[src/core/wdt_pkg.sv]
// Package for the watchdog timer unit: register map, fields, timing constants and types
package wdt_pkg;
	localparam int unsigned CLK_HZ = 50_000_000;
	localparam int unsigned OSC_HZ = 32_000;
	// Main clock cycles per watchdog oscillator tick (longest count rounds down)
	localparam int unsigned OSC_DIV_CYC = CLK_HZ / OSC_HZ;
	localparam int unsigned PRE_SHORT = 32;
	localparam int unsigned PRE_LONG = 128;
	localparam int unsigned POST_W = 4;
	localparam int unsigned POST_CNT_W = 15;
	localparam int unsigned PRE_CNT_W = 7;

	localparam logic [11:0] ADDR_CONFIG = 12'h000;
	localparam logic [11:0] ADDR_RESET_CTRL = 12'h004;
	localparam logic [11:0] ADDR_STATUS = 12'h008;
	localparam logic [11:0] ADDR_CLEAR = 12'h00C;

	// Watchdog config word fields
	localparam int unsigned CFG_POST_LSB = 0;
	localparam int unsigned CFG_PRE_BIT = 4;
	localparam int unsigned CFG_HWEN_BIT = 5;
	localparam int unsigned CFG_WINDOW_DISABLE_CFG_BIT = 6;
	localparam int unsigned CFG_WIN_LSB = 8;
	localparam logic [31:0] CFG_RESET = 32'h0000_007F;

	// Reset control register fields
	localparam int unsigned RC_IDLE_BIT = 2;
	localparam int unsigned RC_SLEEP_BIT = 3;
	localparam int unsigned RC_TIMEOUT_BIT = 4;
	localparam int unsigned RC_SWEN_BIT = 5;

	// Clear register command bits
	localparam int unsigned CMD_CLRWD_BIT = 0;
	localparam int unsigned CMD_SAVE_BIT = 1;
	localparam int unsigned CMD_IDLE_BIT = 2;

	localparam logic [1:0] WIN_25 = 2'h3;
	localparam logic [1:0] WIN_375 = 2'h2;
	localparam logic [1:0] WIN_50 = 2'h1;
	localparam logic [1:0] WIN_75 = 2'h0;

	typedef enum logic [2:0] {
		PM_RUN = 3'b001,
		PM_SLEEP = 3'b010,
		PM_IDLE = 3'b100
	} wdt_pmode_type;

	typedef struct packed {
		logic [POST_W-1:0] post_sel;
		logic pre_sel;
		logic hw_en;
		logic win_dis;
		logic [1:0] win_sel;
	} wdt_cfg_type;

	typedef struct packed {
		logic psel;
		logic penable;
		logic pwrite;
		logic [11:0] paddr;
		logic [31:0] pwdata;
	} wdt_apb_req_type;

	typedef struct packed {
		logic pready;
		logic pslverr;
		logic [31:0] prdata;
	} wdt_apb_rsp_type;
endpackage : wdt_pkg

[src/core/wdt_tick_gen.sv]
// Tick source standing in for the low-power RC oscillator of the watchdog
`timescale 1ns/1ns
`default_nettype none
module wdt_tick_gen
	import wdt_pkg::*;
#(
	parameter int unsigned DIV = OSC_DIV_CYC
) (
	input wire logic clk,
	input wire logic arst_n,
	input wire logic run,
	input wire logic restart,
	output logic tick
);
	typedef struct packed {
		logic [15:0] cnt;
		logic tick;
	} wdt_tick_state_type;

	localparam logic [15:0] LAST = 16'(DIV - 1);

	wdt_tick_state_type s_q;
	wdt_tick_state_type s_d;

	always_comb begin
		s_d = s_q;
		s_d.tick = 1'b0;
		if (!run || restart) begin
			s_d.cnt = 16'h0000;
		end else if (s_q.cnt == LAST) begin
			s_d.cnt = 16'h0000;
			s_d.tick = 1'b1;
		end else begin
			s_d.cnt = s_q.cnt + 16'h0001;
		end
	end

	always_ff @(posedge clk or negedge arst_n) begin
		if (!arst_n) begin
			s_q <= '0;
		end else begin
			s_q <= s_d;
		end
	end

	assign tick = s_q.tick;
endmodule : wdt_tick_gen
`default_nettype wire

[src/core/wdt_unit.sv]
// Watchdog timer unit with APB register access
//
// Local design decisions: the address map and register access over APB.
`timescale 1ns/1ns
`default_nettype none
module wdt_unit
	import wdt_pkg::*;
#(
	parameter int unsigned TICK_DIV = OSC_DIV_CYC
) (
	input wire logic clk,
	input wire logic arst_n,
	input wire logic psel,
	input wire logic penable,
	input wire logic pwrite,
	input wire logic [11:0] paddr,
	input wire logic [31:0] pwdata,
	input wire logic [3:0] pstrb,
	output logic [31:0] prdata,
	output logic pready,
	output logic pslverr,
	input wire logic clock_switch_done,
	input wire logic wake_event,
	output logic low_power_rc_osc_en,
	output logic wdt_reset_req,
	output logic wdt_wake,
	output logic [2:0] power_mode
);
	typedef struct packed {
		wdt_cfg_type cfg;
		logic sw_en;
		logic timeout_flag;
		logic sleep_flag;
		logic idle_flag;
		wdt_pmode_type pmode;
		logic [PRE_CNT_W-1:0] pre_cnt;
		logic [POST_CNT_W-1:0] post_cnt;
		logic [31:0] prdata;
		logic pready;
		logic pslverr;
		logic osc_en;
		logic rst_req;
		logic wake;
		logic early_fault;
	} wdt_state_type;

	wdt_state_type s_q;
	wdt_state_type s_d;
	logic tick;
	logic enabled;
	logic restart;

	// Terminal postscaler count for a select value, ratio two to the n
	function automatic logic [POST_CNT_W-1:0] post_last(input logic [POST_W-1:0] sel);
		logic [POST_CNT_W:0] one;
		one = {{POST_CNT_W{1'b0}}, 1'b1};
		post_last = POST_CNT_W'((one << sel) - one);
	endfunction : post_last

	// Postscaler count at which the clear window opens
	function automatic logic [POST_CNT_W-1:0] win_open(input logic [POST_CNT_W-1:0] last, input logic [1:0] sel);
		logic [POST_CNT_W+2:0] full;
		full = {3'b000, last} + 18'h00001;
		case (sel)
			WIN_25: win_open = POST_CNT_W'(full - (full >> 2));
			WIN_375: win_open = POST_CNT_W'(full - (full >> 2) - (full >> 3));
			WIN_50: win_open = POST_CNT_W'(full >> 1);
			WIN_75: win_open = POST_CNT_W'(full >> 2);
			default: win_open = '0;
		endcase
	endfunction : win_open

	// Software enable only counts when hardware enable is clear
	assign enabled = s_q.cfg.hw_en | s_q.sw_en;

	wdt_tick_gen #(
		.DIV(TICK_DIV)
	) u_tick (
		.clk(clk),
		.arst_n(arst_n),
		.run(enabled),
		.restart(restart),
		.tick(tick)
	);

	logic apb_wr;
	logic apb_rd;
	logic cmd_clr;
	logic cmd_save;
	logic [PRE_CNT_W-1:0] pre_last;
	logic [POST_CNT_W-1:0] p_last;
	logic expire;
	logic leave_save;

	assign apb_wr = psel && penable && pwrite && !s_q.pready;
	assign apb_rd = psel && penable && !pwrite && !s_q.pready;
	assign cmd_clr = apb_wr && paddr == ADDR_CLEAR && pstrb[0] && pwdata[CMD_CLRWD_BIT] && s_q.pmode == PM_RUN;
	assign cmd_save = apb_wr && paddr == ADDR_CLEAR && pstrb[0] && pwdata[CMD_SAVE_BIT] && s_q.pmode == PM_RUN;
	assign leave_save = s_q.pmode != PM_RUN && (wake_event || expire);
	assign pre_last = s_q.cfg.pre_sel ? PRE_CNT_W'(PRE_LONG - 1) : PRE_CNT_W'(PRE_SHORT - 1);
	assign p_last = post_last(s_q.cfg.post_sel);
	assign expire = enabled && tick && s_q.pre_cnt == pre_last && s_q.post_cnt == p_last;
	// Count restart sources
	assign restart = clock_switch_done || cmd_clr || cmd_save || leave_save;

	always_comb begin
		s_d = s_q;
		s_d.pready = 1'b0;
		s_d.pslverr = 1'b0;
		s_d.rst_req = 1'b0;
		s_d.wake = 1'b0;
		s_d.early_fault = 1'b0;
		s_d.osc_en = enabled;

		// Counters keep running in every power mode
		if (restart) begin
			s_d.pre_cnt = '0;
			s_d.post_cnt = '0;
		end else if (enabled && tick) begin
			if (s_q.pre_cnt == pre_last) begin
				s_d.pre_cnt = '0;
				s_d.post_cnt = (s_q.post_cnt == p_last) ? '0 : s_q.post_cnt + 1'b1;
			end else begin
				s_d.pre_cnt = s_q.pre_cnt + 1'b1;
			end
		end

		// Early clear in windowed mode is a fault
		if (cmd_clr && !s_q.cfg.win_dis && s_q.post_cnt < win_open(p_last, s_q.cfg.win_sel)) begin
			s_d.early_fault = 1'b1;
		end

		if (cmd_save) begin
			s_d.pmode = pwdata[CMD_IDLE_BIT] ? PM_IDLE : PM_SLEEP;
		end
		if (leave_save) begin
			s_d.pmode = PM_RUN;
		end

		// APB register access, software clears of flags
		if (apb_wr) begin
			case (paddr)
				ADDR_CONFIG: begin
					if (pstrb[0]) begin
						s_d.cfg.post_sel = pwdata[CFG_POST_LSB +: POST_W];
						s_d.cfg.pre_sel = pwdata[CFG_PRE_BIT];
						s_d.cfg.hw_en = pwdata[CFG_HWEN_BIT];
						s_d.cfg.win_dis = pwdata[CFG_WINDOW_DISABLE_CFG_BIT];
					end
					if (pstrb[1]) begin
						s_d.cfg.win_sel = pwdata[CFG_WIN_LSB +: 2];
					end
				end
				ADDR_RESET_CTRL: begin
					if (pstrb[0]) begin
						s_d.sw_en = pwdata[RC_SWEN_BIT];
						s_d.timeout_flag = pwdata[RC_TIMEOUT_BIT];
						s_d.sleep_flag = pwdata[RC_SLEEP_BIT];
						s_d.idle_flag = pwdata[RC_IDLE_BIT];
					end
				end
				ADDR_CLEAR: begin
				end
				default: s_d.pslverr = 1'b1;
			endcase
			s_d.pready = 1'b1;
		end else if (apb_rd) begin
			s_d.pready = 1'b1;
			s_d.prdata = '0;
			case (paddr)
				ADDR_CONFIG: begin
					s_d.prdata[CFG_POST_LSB +: POST_W] = s_q.cfg.post_sel;
					s_d.prdata[CFG_PRE_BIT] = s_q.cfg.pre_sel;
					s_d.prdata[CFG_HWEN_BIT] = s_q.cfg.hw_en;
					s_d.prdata[CFG_WINDOW_DISABLE_CFG_BIT] = s_q.cfg.win_dis;
					s_d.prdata[CFG_WIN_LSB +: 2] = s_q.cfg.win_sel;
				end
				ADDR_RESET_CTRL: begin
					s_d.prdata[RC_SWEN_BIT] = s_q.sw_en;
					s_d.prdata[RC_TIMEOUT_BIT] = s_q.timeout_flag;
					s_d.prdata[RC_SLEEP_BIT] = s_q.sleep_flag;
					s_d.prdata[RC_IDLE_BIT] = s_q.idle_flag;
				end
				ADDR_STATUS: begin
					s_d.prdata[PRE_CNT_W-1:0] = s_q.pre_cnt;
					s_d.prdata[16 +: POST_CNT_W] = s_q.post_cnt;
				end
				ADDR_CLEAR: begin
				end
				default: s_d.pslverr = 1'b1;
			endcase
		end

		// Hardware sets win over software clears
		if (cmd_save) begin
			s_d.sleep_flag = s_d.sleep_flag | ~pwdata[CMD_IDLE_BIT];
			s_d.idle_flag = s_d.idle_flag | pwdata[CMD_IDLE_BIT];
		end
		if (expire || s_d.early_fault) begin
			s_d.timeout_flag = 1'b1;
		end
		if (expire && s_q.pmode != PM_RUN) begin
			s_d.wake = 1'b1;
		end
		if ((expire && s_q.pmode == PM_RUN) || s_d.early_fault) begin
			s_d.rst_req = 1'b1;
		end
	end

	always_ff @(posedge clk or negedge arst_n) begin
		if (!arst_n) begin
			s_q <= '0;
			s_q.cfg <= wdt_cfg_type'({CFG_RESET[3:0], CFG_RESET[4], CFG_RESET[5], CFG_RESET[6], 2'b00});
			s_q.pmode <= PM_RUN;
		end else begin
			s_q <= s_d;
		end
	end

	assign prdata = s_q.prdata;
	assign pready = s_q.pready;
	assign pslverr = s_q.pslverr;
	assign low_power_rc_osc_en = s_q.osc_en;
	assign wdt_reset_req = s_q.rst_req;
	assign wdt_wake = s_q.wake;
	assign power_mode = s_q.pmode;
endmodule : wdt_unit
`default_nettype wire

[config.mk]
export PLATFORM = sky130hd
export DESIGN_NAME = wdt_unit
export DESIGN_NICKNAME = d
export VERILOG_FILES = /design/src/core/wdt_pkg.sv /design/src/core/wdt_tick_gen.sv /design/src/core/wdt_unit.sv
export SDC_FILE = /design/constraint.sdc
export NUM_CORES = 1
export LEC_CHECK = 0
export BUFFER_PORTS_ARGS = -buffer_cell sky130_fd_sc_hd__buf_2
export CORE_ASPECT_RATIO = 1.4
export CORE_MARGIN = 2
export CORE_UTILIZATION = 30
export CTS_BUF_LIST = sky130_fd_sc_hd__clkbuf_8
export DETAILED_ROUTE_END_ITERATION = 16
export PLACE_DENSITY = 0.57
export RECOVER_POWER = 50
export SLEW_MARGIN = 30
export SYNTH_ARGS = -nofsm -noshare
export SYNTH_HDL_FRONTEND = slang
export SYNTH_SLANG_ARGS = --single-unit
[constraint.sdc]
create_clock -name clk -period 7.8 [get_ports clk]
set_clock_uncertainty 0.15 [all_clocks]
set_input_delay 1.56 -clock clk [delete_from_list [all_inputs] [get_ports clk]]
set_output_delay 1.56 -clock clk [all_outputs]
set_load 0.01 [all_outputs]
==> summary.md, run 1 <==
| Metric | Value |
|---|---|
| VDD IR max | about 0.000092 V |
| Worst setup margin | just under 0.6 ns |
| Violated checks | max-capacitance violations, max-slew violations |
| Startpoint class of the critical path | register |
| Wirelength, routed | between 15000 and 20000 um |
| Worst path slowest cell | a2111oi_0 |
| Largest stage delay, worst path | ~0.6 ns |
| Router iterations before antenna repair | 5 |
| Setup Crit Path Kind | register to register |
| DRC errors left | 0 |
| ANT nets after route | 0 |
| Depth of the CTS H-tree | 3 |
| Final Power | 0.8040 mW |
| Design area | about 8000 um2 |
| IO buf count | just over 60 |
| Maximum clock frequency | roughly 140 MHz |
| Crit path time final | 7.205 ns |
| Fillers | around 2500 |
| Largest net degree at the start of global routing | between 40 and 50 |
| CP Data Arrival Time | between 7 and 8 ns |
| Syn. warnings | 0 |
| Vias post-DR | slightly above 6000 |
| Cell taking the most area after synthesis | dfrtp_1 |
| Die Span Y | between 150 and 200 um |
| Fin cells | between 1000 and 1500 |
| Crit path max-delay family | compound AO/OA/AOI/OAI gates |
| RSZ-0062 raised after global routing | no |
| Nets | 1016 |
| Via density | around 5.1 |
| Crit-path max FO | 20 |
| P&R area growth vs syn | 12.47% |
| Gr ovfl total | 0 |
| Number of global-route vias before repair | approximately 6200 |
| GP Congestion | between 0.8 and 0.9 |
| TritonCTS clock tree | yes |
| Flops & latches, synth | 84 |
| Final setup viols | 0 |
| Post-CTS sizing | 0 |
| Post-DP Area | roughly 7900 um2 |
| Critical path required time | around 8 ns |
| Final period utilization | 0.9237 |
| Ys async rst share | 1.000 |
| Post-synth EDFFs | 0 |
| Cells after Synth | 842 |
| GRT Total Usage | 0.1633 |
| Worst path cell trace | buf_4 -> ha_1 -> nor2_1 -> xnor2_2 -> xor2_1 -> ha_1 -> inv_1 -> a311o_2 -> o311ai_0 -> buf_4 -> o31a_1 -> nor2_1 -> or2_2 -> inv_1 -> ha_1 -> and3_1 -> a2111oi_2 -> nor2_1 -> a211oi_1 -> ha_1 -> a2111oi_0 -> o2111ai_1 -> buf_4 -> o21ai_0 |
| Worst setup EP type | register |
| Total die area | 25070 um2 |
| PwrDens | 100.1 nW/um2 |
| Worst-margin pin slew | around 2.5 ns |
| CTS Buf Count | 9 |
| Core Region | about 23000 um2 |
| Final Util | 0.3449 |
| # Post-CTS Setup Buffers | 0 |
| Starting DRT DRC Count | 281 |
| Antenna violations before repair | 0 |
| Leak pwr | 3.739 nW |
| Post-synthesis cell type count | 80 |
| Post-synth top area share | 0.2663 |
| Top cell by count, worst path | ha_1 |
| Hold buffer count at cts | 0 |
| Post-route setup TNS | 0 ns |
| ANT cells | 0 |
| Starting density of the core | 0.3067 |
| Clock-pin slew on the worst setup and hold paths | around 0.11 ns |
| Prevailing post-synth register cell | dfrtp_1 |
| Synthesized area | approximately 7100 um2 |
| Clock Tree Root | clkbuf_8 |
| Minimum hold slack | between 0.3 and 0.4 ns |
| Seq/Total Area, Yosys | 0.2957 |
| Final-report max-slew violation count | 87 |
| Final hold violation count | 0 |
| Placed wire-length estimate | roughly 16000 um |
| Slew margin rel. | -0.6413 |
| Outcome | finished with violations |
| DP Worst Slack | ~0.62 ns |
| Post-DR wirelength/cell | between 15 and 20 um |
| Worst path bufs/invs | 5 |
| First-pass GRT wire length | approximately 33000 um |
| Clock latency on the worst-skew pair | 0.39 ns |
| Most common cell in the netlist | nor2_1 |
| Share of cells above drive strength 1 | 0.1853 |
| Synth top cells by count | nor2_1 (96), nand2_1 (88), dfrtp_1 (76) |
| Die W | approximately 130 um |
| Hold Path Class | register to register |
| Largest cells by area after synthesis | dfrtp_1 (27%), ha_1 (9.1%), nor2_1 (5.0%) |
| Area of the multi-input gates | around 4500 um2 |
| Clock buffer depth | 2 |
| FF+latch area | between 2000 and 2500 um2 |
| Dpl cells | ~1200 |
| # IOs | 95 |
| Mapped Avg Cell Area | around 8.5 um2 |
| Max-Cap Viols | 2 |
| Row count | 66 |
| Sink Count | 84 |
==> flip-flops by register name, summed over array words and instances (netlist names), 3 cells and up <==
signal and cells:
power_mode 3, prdata 24, u_tick.s_q 16, s_q 35
==> area by class of cell <==
type	instances	area share
multi-input cells	657	0.5581
repair buffers	122	0.09252
clock inverters	7	0.007944
clock buffers	9	0.01542
well taps	306	0.04766
inverters	33	0.01542
flip-flops and latches	84	0.2629
==> power by group <==
part	total [mW]	switching, mW	leakage [nW]	internal (mW)
sequential	0.441	0.00211	1.13	0.439
combinational	0.0541	0.0352	2.52	0.0189
clock	0.309	0.185	0.0907	0.123
total	0.804	0.223	3.74	0.581
==> tightest hold or removal path: stages (launching register included) <==
cell	delay, ns
dfrtp_1	0.35
nand2_1	0.05
nand2_1	0.04
==> cell families (layout without fill, tap and decap cells) <==
family | Yosys count | count (layout) | share of synthesized area
xor gates and xnor gates | 79 | 79 | 0.1016
AOI/OAI and AO/OA | 161 | 161 | 0.1568
muxes | 21 | 21 | 0.03662
other | 1 | 8 | 0.0005251
and+or+nand+nor | 331 | 331 | 0.2274
buffers and inverters | 108 | 171 | 0.08024
DFF | 84 | 84 | 0.2957
adders and majority gates | 57 | 57 | 0.1011
==> per-layer routing <==
layer	GRT usage	vias to the layer above	part of all wire
li1	-	3068	-
met1	0.1849	2979	0.40
met2	0.2871	124	0.52
met3	0.01929	47	0.024
met4	0.1040	0	0.061
met5	0	-	0
==> cells in the final DEF (no fill, tap or decap), drive strengths merged, types with 10 or more instances in the layout <==
master | synthesis | layout
a21oi | 47 | 47
dfrtp | 76 | 76
ha | 52 | 52
nor3 | 17 | 17
nor4 | 10 | 10
clkbuf | 28 | 23
buf | 47 | 108
xor2 | 40 | 40
o31ai | 11 | 11
xnor2 | 39 | 39
nor2 | 96 | 96
nand4 | 14 | 14
nand2 | 88 | 88
mux2i | 10 | 10
o21ai | 27 | 27
inv | 33 | 38
a21o | 13 | 13
nand3 | 40 | 40
==> final timing paths <==
| kind | from | end | slack, ns | cells after the start |
|---|---|---|---|---|
| setup reg to reg | s_q[74]$_DFFE_PN1P_ | wdt_reset_req$_DFF_PN0_ | 0.60 | 24 |
| hold / removal | prdata[26]$_DFFE_PN0P_ | prdata[26]$_DFFE_PN0P_ | 0.32 | 2 |
| setup / recovery | s_q[74]$_DFFE_PN1P_ | wdt_reset_req$_DFF_PN0_ | 0.60 | 24 |
| hold reg to reg | prdata[26]$_DFFE_PN0P_ | prdata[26]$_DFFE_PN0P_ | 0.32 | 2 |
| min in group asynchronous | arst_n | wdt_reset_req$_DFF_PN0_ | 1.67 | 1 |
| max in group asynchronous | arst_n | s_q[53]$_DFFE_PN0P_ | 2.62 | 2 |
Power figures use the tool's default switching activity.
==> inputs of run 2 (changes only) <==
Settings changed: PLACE_DENSITY 0.57 to 0.56.
==> summary.md, run 2 (same netlist as run 1, synthesis figures left out) <==
| Metric | Value |
|---|---|
| Outcome | finished with violations (unchanged) |
| Violated checks | max-capacitance violations, max-slew violations (unchanged) |
| Die W | 134.4 um (unchanged) |
| Antenna violations before repair | 0 (unchanged) |
| Leak pwr | 3.637 nW (was 3.739 nW) |
| Clock-pin slew on the worst setup and hold paths | 0.09 ns (was 0.11 ns) |
| PwrDens | 108.8 nW/um2 (was 100.1 nW/um2) |
| GRT Total Usage | 0.1587 (was 0.1633) |
| Row count | 66 (unchanged) |
| Gr ovfl total | 0 (unchanged) |
| IO buf count | 61 (unchanged) |
| Crit path time final | 7.237 ns (was 7.205 ns) |
| Final-report max-slew violation count | 70 (was 87) |
| Placed wire-length estimate | 15480 um (was 15870 um) |
| Crit-path max FO | 5 (was 20) |
| Design area | 7895 um2 (was 8033 um2) |
| ANT cells | 0 (unchanged) |
| Vias post-DR | 5992 (was 6218) |
| Most frequent cells in the layout | nor2_1 (96), nand2_1 (88), dfrtp_1 (76) (unchanged) |
| Depth of the CTS H-tree | 3 (unchanged) |
| Max-Cap Viols | 1 (was 2) |
| Hold Path Class | register to register (unchanged) |
| Sink Count | 84 (unchanged) |
| Worst setup EP type | register (unchanged) |
| Post-DP Area | 7680 um2 (was 7868 um2) |
| GP Congestion | 0.8886 (was 0.8667) |
| ANT nets after route | 0 (unchanged) |
| Post-route setup TNS | 0 ns (unchanged) |
| CP Data Arrival Time | 7.38 ns (was 7.36 ns) |
| Post-DR wirelength/cell | 16.36 um (was 16.23 um) |
| Final period utilization | 0.9279 (was 0.9237) |
| VDD IR max | 0.0001003 V (was 0.00009156 V) |
| Slew margin rel. | -1.480 (was -0.6413) |
| Critical path required time | 7.94 ns (was 7.95 ns) |
| Largest Register | s_q (unchanged) |
| Share of cells above drive strength 1 | 0.1646 (was 0.1853) |
| Starting density of the core | 0.3067 (unchanged) |
| TritonCTS clock tree | yes (unchanged) |
| Wirelength, routed | 19510 um (was 19770 um) |
| Via density | 5.023 (was 5.105) |
| Starting DRT DRC Count | 309 (was 281) |
| Nets | 991 (was 1016) |
| Final Util | 0.3390 (was 0.3449) |
| Core Region | 23290 um2 (unchanged) |
| Router iterations before antenna repair | 5 (unchanged) |
| Largest stage delay, worst path | 0.54 ns (was 0.59 ns) |
| Final setup viols | 0 (unchanged) |
| Worst-margin pin slew | 3.720 ns (was 2.462 ns) |
| Worst path slowest cell | dfstp_2 (was a2111oi_0) |
| Number of flip-flops in the largest register | 35 (unchanged) |
| # IOs | 95 (unchanged) |
| Maximum clock frequency | 138.2 MHz (was 138.8 MHz) |
| Startpoint class of the critical path | register (unchanged) |
| Die Span Y | 186.6 um (unchanged) |
| Number of global-route vias before repair | 5921 (was 6217) |
| Setup Crit Path Kind | register to register (unchanged) |
| Clock buffer depth | 2 (unchanged) |
| Clock latency on the worst-skew pair | 0.38 ns (was 0.39 ns) |
| Total die area | 25070 um2 (unchanged) |
| CTS Buf Count | 9 (unchanged) |
| Final hold violation count | 0 (unchanged) |
| First-pass GRT wire length | 31660 um (was 32510 um) |
| DRC errors left | 0 (unchanged) |
| Largest net degree at the start of global routing | 70 (was 47) |
| Clock Tree Root | clkbuf_8 (unchanged) |
| RSZ-0062 raised after global routing | no (unchanged) |
| Commonest non-fill, non-tap cell in the layout | nor2_1 (unchanged) |
| P&R area growth vs syn | 10.55% (was 12.47%) |
| DP Worst Slack | 0.5563 ns (was 0.6185 ns) |
| Fillers | 2464 (was 2518) |
| Worst setup margin | 0.5625 ns (was 0.5952 ns) |
run 2: power breakdown:
group	internal (mW)	total [mW]	switching, mW	leakage [nW]
combinational	0.0181	0.0533	0.0352	2.39
clock	0.186	0.365	0.179	0.113
sequential	0.439	0.441	0.00212	1.13
total	0.643	0.859	0.216	3.64
run 2: layout make-up:
cell class	count	area, um2	area share
inverter	33	123.9	0.01569
timing repair buffer	97	555.5	0.07036
multi-input combinational	657	4492	0.5689
sequential	84	2112	0.2675
clock buffer	9	123.9	0.01569
clock inverter	7	105.1	0.01331
tap	306	382.9	0.04849
run 2: routing by layer:
layer / GRT usage / wire (um) / up-vias
met5: 0 / 0 / -
met4: 0.06883 / 709 / 0
met3: 0.01630 / 374 / 29
met2: 0.2904 / 10450 / 88
met1: 0.1851 / 7983 / 2857
li1: - / - / 3018
run 2: worst paths after layout:
path / from / endpoint / slack, ns / cells past startpoint
max in group asynchronous: arst_n / prdata[9]$_DFFE_PN0P_ / 2.30 / 2
min in group asynchronous: arst_n / wdt_wake$_DFF_PN0_ / 1.14 / 1
max reg2reg: s_q[72]$_DFFE_PN1P_ / wdt_reset_req$_DFF_PN0_ / 0.56 / 33
max: s_q[72]$_DFFE_PN1P_ / wdt_reset_req$_DFF_PN0_ / 0.56 / 33
min reg2reg: prdata[30]$_DFFE_PN0P_ / prdata[30]$_DFFE_PN0P_ / 0.32 / 2
min: prdata[30]$_DFFE_PN0P_ / prdata[30]$_DFFE_PN0P_ / 0.32 / 2
run 2: worst max-delay path, delay by kind of cell (launching register included):
family	cells	cell delay, ns
xor+xnor	4	0.76
simple gates	6	0.87
mux	1	0.49
buf+inv	4	0.50
compound gates	12	2.18
fa+ha+maj	6	1.68
flops	1	0.54
run 2: metrics by stage:
step	total power, mW	instances	hold WS (ns)
after floorplan	0.4808	849	0.2900
after global placement	0.5043	1177	0.2956
after detailed placement	0.5048	1177	0.3005
after CTS	0.8771	1193	0.3229
after global routing	0.8978	1193	0.3446
final	0.8589	1193	0.3191
run 2: what timing repair did:
item | 4_1_cts | 5_1_grt
setup endpoints to repair | 0 | 2
resized for setup | 0 | 2
hold buffers | 0 | 0
buffers inserted | 0 | 0
endpoints found under the hold margin | 0 | 0
